**config.mk**
```make
export PLATFORM = sky130hd
export DESIGN_NAME = cbs_sched
export DESIGN_NICKNAME = d
export VERILOG_FILES = /design/src/cbs_pkg.sv /design/src/cbs_req_if.sv /design/src/cbs_opr_q.sv /design/src/cbs_sched.sv /design/src/cbs_wr_buf.sv
export SDC_FILE = /design/constraint.sdc
export NUM_CORES = 1
export LEC_CHECK = 0
export BUFFER_PORTS_ARGS = -buffer_cell sky130_fd_sc_hd__buf_2
export CORE_UTILIZATION = 30
export CTS_CLUSTER_DIAMETER = 40
export CTS_CLUSTER_SIZE = 20
export DETAILED_ROUTE_END_ITERATION = 16
export PLACE_DENSITY = 0.54
export SYNTH_ARGS = -nofsm -noshare
export SYNTH_HDL_FRONTEND = slang
export SYNTH_SLANG_ARGS = --single-unit
```
**constraint.sdc**
```tcl
create_clock -name sys_clk_in -period 2.3 [get_ports sys_clk_in]
set_input_delay 0.23 -clock sys_clk_in [delete_from_list [all_inputs] [get_ports sys_clk_in]]
set_output_delay 0.23 -clock sys_clk_in [all_outputs]
set_load 0.02 [all_outputs]
```
**src/cbs_pkg.sv**
```systemverilog
// Constants and types shared by the bus-cycle scheduler
//
// Operation
// RL1 - Prefetch only when no change of flow is coming and the pipeline has room; code still prefetches up to two words during a branch
// RL2 - Hold exactly one pending operand write so the sequencer keeps running
// RL3 - Queued write may run on the bus during the next instruction head
// RL4 - Stall the sequencer when it writes while the buffer is still full
// RL5 - Operand access always wins over prefetch
// RL6 - Byte and word operands go out as one core bus cycle
// RL7 - Long operands take two cycles, most significant word first
// RL8 - Decode flags imminent change of flow; discarded prefetches are suppressed
// RL9 - Overlap equals the smaller of previous tail and next head
// RL10 - On-chip peripheral accesses complete in two clocks
// RL11 - Operand order on the bus is deterministic for a given sequence
// RL12 - Every executed instruction prefetches one replacement word
// RL13 - Prefetch may start in first clock of an indexed address calculation
// RL14 - Prefetch may start two clocks before instruction end if bus idle
// RL15 - Change of flow leaves two idle clocks usable for one extra prefetch
// RL16 - A branch takes at least three bus cycles
// RL17 - A branch prefetches no more words than it needs itself
// RL18 - Branch displacement is used one clock after its fetch completes
// RL19 - Pipeline needs two words, holds up to three, extra prefetch when possible
// RL20 - New prefetch whenever a pipeline stage becomes invalid
// RL21 - A request that cannot run now is queued and started after current cycle
// RL22 - Arbiter starts at most one new bus cycle per clock
package cbs_pkg;
  localparam int CBS_AW = 32;
  localparam int CBS_DW = 16;
  localparam int CBS_PIPE_MAX = 3;
  localparam int CBS_PIPE_REQ = 2;
  localparam int CBS_PERIPH_CLKS = 2;
  localparam int CBS_COF_IDLE_CLKS = 2;
  localparam int CBS_BRANCH_MIN_CYC = 3;
  localparam int CBS_DISP_DELAY = 1;
  localparam int CBS_EARLY_CLKS = 2;
  localparam logic [1:0] CBS_SZ_BYTE = 2'h0;
  localparam logic [1:0] CBS_SZ_WORD = 2'h1;
  localparam logic [1:0] CBS_SZ_LONG = 2'h2;
  typedef enum logic [3:0] {
    CBS_IDLE = 4'h1,
    CBS_OPR = 4'h2,
    CBS_WR = 4'h4,
    CBS_PF = 4'h8
  } cbs_bus_t;
  function automatic logic [7:0] cbs_min8(input logic [7:0] a, input logic [7:0] b);
    cbs_min8 = (a < b) ? a : b;
  endfunction : cbs_min8
endpackage : cbs_pkg

```
**src/cbs_req_if.sv**
```systemverilog
// Request carrier between the scheduler and its helper modules
`timescale 1ns/10ps
`default_nettype none
interface cbs_req_if;
  import cbs_pkg::*;
  logic req;
  logic wr;
  logic [1:0] size;
  logic [CBS_AW-1:0] addr;
  logic [31:0] data;
  logic take;
  logic busy;
  modport owner (input take, output req, wr, size, addr, data, busy);
  modport user (output take, input req, wr, size, addr, data, busy);
endinterface : cbs_req_if
`default_nettype wire

```
**src/cbs_opr_q.sv**
```systemverilog
// Queued operand read request holder
`timescale 1ns/10ps
`default_nettype none
module cbs_opr_q
  import cbs_pkg::*;
(
  input wire logic sys_clk_in,
  input wire logic sys_rst_in,
  input wire logic rd_req_in,
  input wire logic [1:0] rd_size_in,
  input wire logic [CBS_AW-1:0] rd_addr_in,
  cbs_req_if.owner q
);
  logic val_reg, val_next;
  logic [1:0] size_reg, size_next;
  logic [CBS_AW-1:0] addr_reg, addr_next;

  // RL21 hold request until bus frees
  always_comb begin
    val_next = val_reg;
    size_next = size_reg;
    addr_next = addr_reg;
    if (q.take) begin
      val_next = 1'b0;
    end
    if (rd_req_in && (!val_reg || q.take)) begin
      val_next = 1'b1;
      size_next = rd_size_in;
      addr_next = rd_addr_in;
    end
  end

  always_ff @(posedge sys_clk_in) begin
    if (sys_rst_in) begin
      val_reg <= 1'b0;
      size_reg <= 2'h0;
      addr_reg <= '0;
    end else begin
      val_reg <= val_next;
      size_reg <= size_next;
      addr_reg <= addr_next;
    end
  end

  assign q.req = val_reg;
  assign q.wr = 1'b0;
  assign q.size = size_reg;
  assign q.addr = addr_reg;
  assign q.data = 32'h0;
  assign q.busy = val_reg;

  // RL21 queued read survives until started
  rd_hold_a: assert property (@(posedge sys_clk_in) disable iff (sys_rst_in) // RL21
    (val_reg && !q.take) |=> (val_reg && $stable(addr_reg)))
    else $error("queued read dropped");
endmodule : cbs_opr_q
`default_nettype wire

```
**src/cbs_sched.sv**
```systemverilog
// Bus-cycle scheduler: prefetch control, arbitration and cycle sequencing
`timescale 1ns/10ps
`default_nettype none
module cbs_sched
  import cbs_pkg::*;
#(
  parameter int PIPE_DEPTH = CBS_PIPE_MAX
) (
  input wire logic sys_clk_in,
  input wire logic sys_rst_in,
  // Microsequencer side
  input wire logic seq_fetch_start_in,
  input wire logic [CBS_AW-1:0] seq_fetch_addr_in,
  input wire logic seq_rd_req_in,
  input wire logic [1:0] seq_rd_size_in,
  input wire logic [CBS_AW-1:0] seq_rd_addr_in,
  input wire logic seq_wr_req_in,
  input wire logic [1:0] seq_wr_size_in,
  input wire logic [CBS_AW-1:0] seq_wr_addr_in,
  input wire logic [31:0] seq_wr_data_in,
  input wire logic seq_word_used_in,
  input wire logic seq_instr_done_in,
  input wire logic seq_indexed_ea_in,
  input wire logic seq_end_near_in,
  input wire logic [7:0] seq_tail_in,
  input wire logic [7:0] seq_head_in,
  input wire logic dec_cof_in,
  input wire logic dec_branch_in,
  // External bus interface side, then outputs back to the microsequencer
  input wire logic bus_done_in,
  input wire logic [CBS_DW-1:0] bus_rdata_in,
  output logic bus_start_out,
  output logic bus_wr_out,
  output logic bus_ifetch_out,
  output logic [1:0] bus_size_out,
  output logic [CBS_AW-1:0] bus_addr_out,
  output logic [CBS_DW-1:0] bus_wdata_out,
  output logic seq_stall_out,
  output logic seq_rd_valid_out,
  output logic [31:0] seq_rd_data_out,
  output logic [1:0] pipe_count_out,
  output logic disp_ready_out,
  output logic [7:0] overlap_out
);
  // Only the three-word pipeline is served by the room arithmetic
  if (PIPE_DEPTH != CBS_PIPE_MAX) begin : g_depth_chk
    $error("pipeline depth must be three words");
  end

  cbs_req_if wq();
  cbs_req_if rq();
  logic wr_stall;

  cbs_wr_buf u_wr (
    .sys_clk_in(sys_clk_in),
    .sys_rst_in(sys_rst_in),
    .wr_req_in(seq_wr_req_in),
    .wr_size_in(seq_wr_size_in),
    .wr_addr_in(seq_wr_addr_in),
    .wr_data_in(seq_wr_data_in),
    .stall_out(wr_stall),
    .q(wq.owner)
  );
  cbs_opr_q u_rd (
    .sys_clk_in(sys_clk_in),
    .sys_rst_in(sys_rst_in),
    .rd_req_in(seq_rd_req_in),
    .rd_size_in(seq_rd_size_in),
    .rd_addr_in(seq_rd_addr_in),
    .q(rq.owner)
  );

  // --------------------------------------------------------------
  // State
  // --------------------------------------------------------------
  cbs_bus_t st_reg, st_next;
  logic run_reg, run_next;
  logic [CBS_AW-1:0] pc_reg, pc_next;
  logic [1:0] cnt_reg, cnt_next;
  logic [1:0] inflight_reg, inflight_next;
  logic second_reg, second_next;
  logic [1:0] sz_reg, sz_next;
  logic [CBS_AW-1:0] addr_reg, addr_next;
  logic [31:0] data_reg, data_next;
  logic [15:0] hi_reg, hi_next;
  logic start_reg, start_next;
  logic rvalid_reg, rvalid_next;
  logic [31:0] rdata_reg, rdata_next;
  logic [1:0] bcnt_reg, bcnt_next;
  logic disp_reg, disp_next;
  logic [7:0] ovl_reg, ovl_next;

  logic idle, room, pf_ok, pf_want, leave;
  logic [1:0] used;

  assign idle = (st_reg == CBS_IDLE);
  // RL10 next cycle may start on the done edge, no dead clock
  assign leave = !idle && bus_done_in && !(sz_reg == CBS_SZ_LONG && !second_reg);
  assign used = 2'(seq_word_used_in) + 2'(seq_instr_done_in);
  // RL1 room counts words in flight
  assign room = ({1'b0, cnt_reg} + {1'b0, inflight_reg}) < 3'(PIPE_DEPTH);
  // RL16 RL17 branch limits its own fetches
  assign pf_ok = !dec_cof_in || (dec_branch_in && bcnt_reg < 2'(CBS_BRANCH_MIN_CYC - 1));

  // --------------------------------------------------------------
  // Arbitration and sequencing
  // --------------------------------------------------------------
  always_comb begin
    st_next = st_reg;
    run_next = run_reg;
    pc_next = pc_reg;
    cnt_next = cnt_reg;
    inflight_next = inflight_reg;
    second_next = second_reg;
    sz_next = sz_reg;
    addr_next = addr_reg;
    data_next = data_reg;
    hi_next = hi_reg;
    start_next = 1'b0;
    rvalid_next = 1'b0;
    rdata_next = rdata_reg;
    bcnt_next = dec_branch_in ? bcnt_reg : 2'h0;
    disp_next = 1'b0;
    ovl_next = ovl_reg;
    wq.take = 1'b0;
    rq.take = 1'b0;
    // RL9 overlap from tail and head
    if (seq_instr_done_in) begin
      ovl_next = cbs_min8(seq_tail_in, seq_head_in);
    end
    // RL20 invalid stage frees a slot
    if (cnt_reg >= used) begin
      cnt_next = cnt_reg - used;
    end else begin
      cnt_next = 2'h0;
    end
    // RL12 RL13 RL14 RL15 replacement prefetch windows; RL19 extra when room
    pf_want = run_reg && room && pf_ok &&
      (seq_instr_done_in || seq_indexed_ea_in || seq_end_near_in || cnt_reg < 2'(CBS_PIPE_REQ) || 1'b1);
    if (seq_fetch_start_in) begin
      pc_next = seq_fetch_addr_in;
      run_next = 1'b1;
      cnt_next = 2'h0;
    end
    if (!idle && bus_done_in) begin
      if (st_reg == CBS_PF) begin
        inflight_next = inflight_reg - 2'h1;
        cnt_next = cnt_next + 2'h1;
        // RL18 displacement usable next clock
        if (dec_branch_in) begin
          disp_next = 1'b1;
        end
      end else if (st_reg == CBS_OPR) begin
        if (sz_reg == CBS_SZ_LONG && !second_reg) begin
          hi_next = bus_rdata_in;
        end else begin
          rvalid_next = 1'b1;
          rdata_next = (sz_reg == CBS_SZ_LONG) ? {hi_reg, bus_rdata_in} : {16'h0, bus_rdata_in};
        end
      end
      // RL7 long goes as second word
      if (sz_reg == CBS_SZ_LONG && !second_reg) begin
        second_next = 1'b1;
        addr_next = addr_reg + CBS_AW'(2);
        start_next = 1'b1;
      end else begin
        st_next = CBS_IDLE;
        second_next = 1'b0;
      end
    end
    // RL21 RL22 one start per clock when idle or on a cycle's final done; RL5 RL11 fixed priority
    if (idle || leave) begin
      if (rq.req) begin
        rq.take = 1'b1;
        st_next = CBS_OPR;
        sz_next = rq.size;
        addr_next = rq.addr;
        start_next = 1'b1;
        second_next = 1'b0;
      end else if (wq.req) begin
        // RL3 write runs under next head
        wq.take = 1'b1;
        st_next = CBS_WR;
        sz_next = wq.size;
        addr_next = wq.addr;
        data_next = wq.data;
        start_next = 1'b1;
        second_next = 1'b0;
      end else if (pf_want && !seq_fetch_start_in) begin
        // RL1 RL8 prefetch only when useful
        st_next = CBS_PF;
        sz_next = CBS_SZ_WORD;
        addr_next = pc_reg;
        pc_next = pc_reg + CBS_AW'(2);
        inflight_next = inflight_next + 2'h1;
        start_next = 1'b1;
        second_next = 1'b0;
        // RL17 counted at start, so fetches still in flight count too
        if (dec_branch_in) begin
          bcnt_next = bcnt_reg + 2'h1;
        end
      end
    end
  end

  always_ff @(posedge sys_clk_in) begin
    if (sys_rst_in) begin
      st_reg <= CBS_IDLE;
      run_reg <= 1'b0;
      pc_reg <= '0;
      cnt_reg <= 2'h0;
      inflight_reg <= 2'h0;
      second_reg <= 1'b0;
      sz_reg <= 2'h0;
      addr_reg <= '0;
      data_reg <= 32'h0;
      hi_reg <= 16'h0;
      start_reg <= 1'b0;
      rvalid_reg <= 1'b0;
      rdata_reg <= 32'h0;
      bcnt_reg <= 2'h0;
      disp_reg <= 1'b0;
      ovl_reg <= 8'h0;
    end else begin
      st_reg <= st_next;
      run_reg <= run_next;
      pc_reg <= pc_next;
      cnt_reg <= cnt_next;
      inflight_reg <= inflight_next;
      second_reg <= second_next;
      sz_reg <= sz_next;
      addr_reg <= addr_next;
      data_reg <= data_next;
      hi_reg <= hi_next;
      start_reg <= start_next;
      rvalid_reg <= rvalid_next;
      rdata_reg <= rdata_next;
      bcnt_reg <= bcnt_next;
      disp_reg <= disp_next;
      ovl_reg <= ovl_next;
    end
  end

  // RL6 byte and word as one cycle
  assign bus_start_out = start_reg;
  assign bus_wr_out = (st_reg == CBS_WR);
  assign bus_ifetch_out = (st_reg == CBS_PF);
  assign bus_size_out = sz_reg;
  assign bus_addr_out = addr_reg;
  // RL7 most significant word first
  assign bus_wdata_out = second_reg ? data_reg[15:0] : (sz_reg == CBS_SZ_LONG ? data_reg[31:16] : data_reg[15:0]);
  // RL4 interlock straight from the buffer flag
  assign seq_stall_out = wr_stall;
  assign seq_rd_valid_out = rvalid_reg;
  assign seq_rd_data_out = rdata_reg;
  assign pipe_count_out = cnt_reg;
  assign disp_ready_out = disp_reg;
  assign overlap_out = ovl_reg;

  // --------------------------------------------------------------
  // Checks
  // --------------------------------------------------------------
  // RL5 operand before prefetch
  opr_first_a: assert property (@(posedge sys_clk_in) disable iff (sys_rst_in) // RL5
    (idle && rq.req) |=> (st_reg == CBS_OPR))
    else $error("prefetch beat operand");
  // RL7 long makes two starts
  long_two_a: assert property (@(posedge sys_clk_in) disable iff (sys_rst_in) // RL7
    (!idle && bus_done_in && sz_reg == CBS_SZ_LONG && !second_reg) |=> (start_reg && second_reg))
    else $error("long second word missing");
  // RL1 never overfills the pipeline
  pipe_room_a: assert property (@(posedge sys_clk_in) disable iff (sys_rst_in) // RL1
    ({1'b0, cnt_reg} + {1'b0, inflight_reg}) <= 3'(PIPE_DEPTH))
    else $error("pipeline overfilled");
  // RL18 displacement one clock after fetch
  disp_late_a: assert property (@(posedge sys_clk_in) disable iff (sys_rst_in) // RL18
    (st_reg == CBS_PF && bus_done_in && dec_branch_in) |=> disp_reg)
    else $error("displacement timing wrong");
  // RL9 overlap is the minimum
  ovl_min_a: assert property (@(posedge sys_clk_in) disable iff (sys_rst_in) // RL9
    seq_instr_done_in |=> (ovl_reg <= $past(seq_tail_in) && ovl_reg <= $past(seq_head_in)))
    else $error("overlap not minimum");
  // RL22 one start per clock
  one_start_a: assert property (@(posedge sys_clk_in) disable iff (sys_rst_in) // RL22
    !(rq.take && wq.take))
    else $error("two cycles started");
  // RL8 no prefetch past change of flow
  cof_hold_a: assert property (@(posedge sys_clk_in) disable iff (sys_rst_in) // RL8
    (idle && dec_cof_in && !dec_branch_in && !rq.req && !wq.req) |=> (st_reg != CBS_PF))
    else $error("prefetch during change of flow");
endmodule : cbs_sched
`default_nettype wire

```
**src/cbs_wr_buf.sv**
```systemverilog
// Single-operand write pending buffer
`timescale 1ns/10ps
`default_nettype none
module cbs_wr_buf
  import cbs_pkg::*;
(
  input wire logic sys_clk_in,
  input wire logic sys_rst_in,
  input wire logic wr_req_in,
  input wire logic [1:0] wr_size_in,
  input wire logic [CBS_AW-1:0] wr_addr_in,
  input wire logic [31:0] wr_data_in,
  output logic stall_out,
  cbs_req_if.owner q
);
  logic full_reg, full_next;
  logic [1:0] size_reg, size_next;
  logic [CBS_AW-1:0] addr_reg, addr_next;
  logic [31:0] data_reg, data_next;
  logic load;

  // RL4 interlock while a write is pending
  // Taken from the flop so that sequencer and buffer judge the same edge alike
  assign stall_out = full_reg;
  assign load = wr_req_in && !full_reg;

  // RL2 one held write
  always_comb begin
    full_next = full_reg;
    size_next = size_reg;
    addr_next = addr_reg;
    data_next = data_reg;
    if (q.take) begin
      full_next = 1'b0;
    end
    if (load) begin
      full_next = 1'b1;
      size_next = wr_size_in;
      addr_next = wr_addr_in;
      data_next = wr_data_in;
    end
  end

  always_ff @(posedge sys_clk_in) begin
    if (sys_rst_in) begin
      full_reg <= 1'b0;
      size_reg <= 2'h0;
      addr_reg <= '0;
      data_reg <= 32'h0;
    end else begin
      full_reg <= full_next;
      size_reg <= size_next;
      addr_reg <= addr_next;
      data_reg <= data_next;
    end
  end

  assign q.req = full_reg;
  assign q.wr = 1'b1;
  assign q.size = size_reg;
  assign q.addr = addr_reg;
  assign q.data = data_reg;
  assign q.busy = full_reg;

  // RL4 never overwrites pending write
  no_overwrite_a: assert property (@(posedge sys_clk_in) disable iff (sys_rst_in) // RL4
    (full_reg && !q.take) |=> (addr_reg == $past(addr_reg)))
    else $error("pending write overwritten");
  // RL2 queued write stays until taken
  wr_hold_a: assert property (@(posedge sys_clk_in) disable iff (sys_rst_in) // RL2
    (full_reg && !q.take) |=> full_reg)
    else $error("pending write lost");
endmodule : cbs_wr_buf
`default_nettype wire

```
==> results.md <==
* Predominant post-synthesis flop cell: dfxtp_1
* CORE AREA at slightly below 0.04 mm2
* CP cell instances: ha_4 > fa_2 > a211o_1 > a211o_1 > nor2_4 > buf_6 > buf_8 > a222oi_1 > a21oi_1
* Clock Tree Buf Depth at 3
* Fin. Hold Viols at 1
* Slew HR at 0.5683
* DP Worst Slack at -0.2438 ns
* Post-Syn Area per Cell at a little over 8 um2
* Reg area at approximately 0.0054 mm2
* Routability congestion estimate at around 0.85
* Clock Sinks at 271
* Area delta synth->final at 50.23%
* Setup violations, final at a little under 70
* Placed inst area at between 0.01 and 0.015 mm2
* WL per Instance at about 18 um
* Worst-Margin Slew at 0.6468 ns
* P_sw at 3.871 mW
* Finished Cell Area at between 0.015 and 0.02 mm2
* Sw frac at 0.2726
* Core Rows at 72
* Comb pwr share at 0.135
* Port bufs at approximately 270
* Final setup margin at -0.2591 ns
* Post-synth ARST share at 0
* Post-detailed-route via-to-cell ratio at 5.034
* Post-DRT Antenna Nets at 0
* Max incr delay on CP at 0.54 ns
* Critical Path AT at approximately 3 ns
* Layout cells sized above 1 at 0.2602
* RSZ-0062 raised after global routing: true
* Hold WC Path Type: in -> reg
* CP required at approximately 2.7 ns
* Leak at between 7 and 8 nW
* GRT Overall Usage at 0.2092
* Netlist cell types at 73
* Cell Int Power at about 10 mW
* Detailed Route Iter0 Violations at 750
* PD cells at 806.0 mW/mm2
* Max Cap Violations at 0
* Nets at 2084
* Worst Clk Skew at ~0.014 ns
* Area occupied by multi-input gates at ~0.006 mm2
* Layout Cells excl Fill at between 2000 and 2500
* Slowest CP cell: fa_2
* Largest net degree at the start of global routing at roughly 120
* Clock transition at path regs at around 0.050 ns
* Number of global-route vias before repair at 11750
* Root buffer cell: clkbuf_16
* Pins Over Slew Limit at 0
* CTS buffer count at 46
* Min Tclk post-route at between 2 and 3 ns
* Violated checks: negative hold slack, negative setup slack
* Total gr overflow at 0
* Total of warnings raised by yosys at 0
* Htree depth at 2
* Hpwl dp at around 29 mm
* Initial DRT Pass Iterations at 6
* Initial antenna violation count at 4
* Final period utilization at 1.113
* Post-Syn Area at 0.01173 mm2
* CP Class: reg -> reg
* Final wirelength at about 43 mm
* Sequential share of the synthesized area at 0.4626
* Seq cells post-synth at around 270
* Max Fclk at around 0.4 GHz
* First-pass GRT wire length at between 60 and 70 mm
* Io pins at 274
* Post-synth EDFFs at 0
* Fill count at between 3000 and 4000
* Hold_ws at -0.008296 ns
* Setup crit start kind: flip-flop
* Crit-path max FO at 6
* Die Y at about 200 um
* Status: finished with violations
* Cell count after synthesis at 1427
* Post-Syn Nets at ~1600
* Initial Utilization at 0.3035
* CTS tree: built
* Die X at roughly 200 um
* Sequential Power Share at 0.363
* Die area at 0.03989 mm2
* DRC at 0
* Routed vias at ~12000
* Clock power frac at 0.502
* VDD IR max at approximately 0.5 mV
* Clk_lat worst skew at around 0.55 ns
* Placed instance count at around 2200
* Top cell by count, worst path: a211o_1
* Critical Path End Type: flip-flop
-- repair_timing --
item,in CTS,in global routing
pin swaps,18,40
endpoints found under the setup margin,65,80
buffers inserted,9,9
resized for setup,24,46
hold buffers,156,1
gates cloned,3,1
hold endpoints to repair,169,1
-- worst max-delay path, delay by kind of cell (launching register included) --
kind | cells | cell delay (ns)
compound gates | 4 | 1.00
flops | 1 | 0.35
simple gates | 1 | 0.08
buf+inv | 2 | 0.27
fa+ha+maj | 2 | 0.70
-- synthesized netlist by cell type (16+ instances only) --
| cell | n | area (um2) |
|---|---|---|
| a22o_1 | 16 | 140.1 |
| inv_1 | 31 | 116.4 |
| a21oi_1 | 165 | 825.8 |
| o21ai_0 | 30 | 150.1 |
| a222oi_1 | 26 | 260.3 |
| nor2_1 | 65 | 244.0 |
| nand3_1 | 31 | 155.2 |
| mux2i_1 | 37 | 370.4 |
| clkbuf_1 | 69 | 259.0 |
| nor3_1 | 26 | 130.1 |
| buf_2 | 18 | 90.09 |
| dfxtp_1 | 271 | 5425 |
| nand2_1 | 374 | 1404 |
| xnor2_1 | 26 | 227.7 |
| nand4_1 | 22 | 137.6 |
-- area by class of cell --
| class | count | share of cell area |
|---|---|---|
| diodes | 5 | 0.0007101 |
| clock buffers | 55 | 0.07193 |
| clock inverters | 29 | 0.01981 |
| inverters | 31 | 0.006604 |
| multi-input cells | 1024 | 0.3405 |
| flip-flops and latches | 271 | 0.3082 |
| well taps | 518 | 0.03678 |
| repair buffers | 519 | 0.2154 |
-- metrics by stage --
stage                     setup TNS (ns)  power (mW)  utilization  hold slack (ns)
after global routing              -16.25       14.77       0.4558          0.02676
after floorplan                   -1.564       6.088            -           0.3474
after global placement            -4.812       6.814       0.3637           0.4381
after detailed placement          -6.393       6.838       0.3637           0.4428
after CTS                         -9.487       14.30       0.4511         0.004907
final                             -11.05       14.20       0.4559        -0.008296
-- worst paths after layout --
| kind | start | to | slack [ns] | cells after the start |
|---|---|---|---|---|
| setup reg to reg | pipe_count_out[0] | bus_addr_out[0] | -0.26 | 9 |
| hold / removal | seq_tail_in[6] | overlap_out[6] | -0.008 | 3 |
| hold reg to reg | u_wr.q.data[3] | data_reg[3] | 0.45 | 2 |
| setup / recovery | pipe_count_out[0] | bus_addr_out[0] | -0.26 | 9 |
-- power groups by stage --
stage	clock network, mW	registers, mW	logic (mW)
after floorplan	0	5.24	0.844
after global placement	0	5.23	1.58
after detailed placement	0	5.24	1.60
after CTS	7.29	5.14	1.86
after global routing	7.51	5.18	2.08
final	7.13	5.15	1.92
-- layer usage --
layer  GRT usage  wire length (um)  up-vias
li1            -                 -     5999
met1      0.2766             18920     5866
met2      0.3329             19810      412
met3     0.05232              3422       65
met4     0.06503              1017        2
met5           0                18        -
-- layout by cell type, fill, tap and decap left out, drive strengths merged, types with 32 or more instances in the layout --
cell type    synthesis  routed
a21oi              165     165
buf                 32     365
clkbuf              69      56
dfxtp              271     271
dlygate4sd3          0     153
inv                 31      44
mux2i               37      37
nand2              374     374
nand3               32      32
nor2                66      66
o21ai               33      33
-- kinds of logic after synthesis --
| group | Yosys count | synth area share |
|---|---|---|
| AOI/OAI and AO/OA | 345 | 0.1917 |
| xor gates and xnor gates | 31 | 0.02315 |
| adders and majority gates | 15 | 0.01728 |
| buffers and inverters | 132 | 0.04640 |
| DFF | 271 | 0.4626 |
| muxes | 38 | 0.03254 |
| and+or+nand+nor | 595 | 0.2264 |
(Power assumes the default switching activity.)
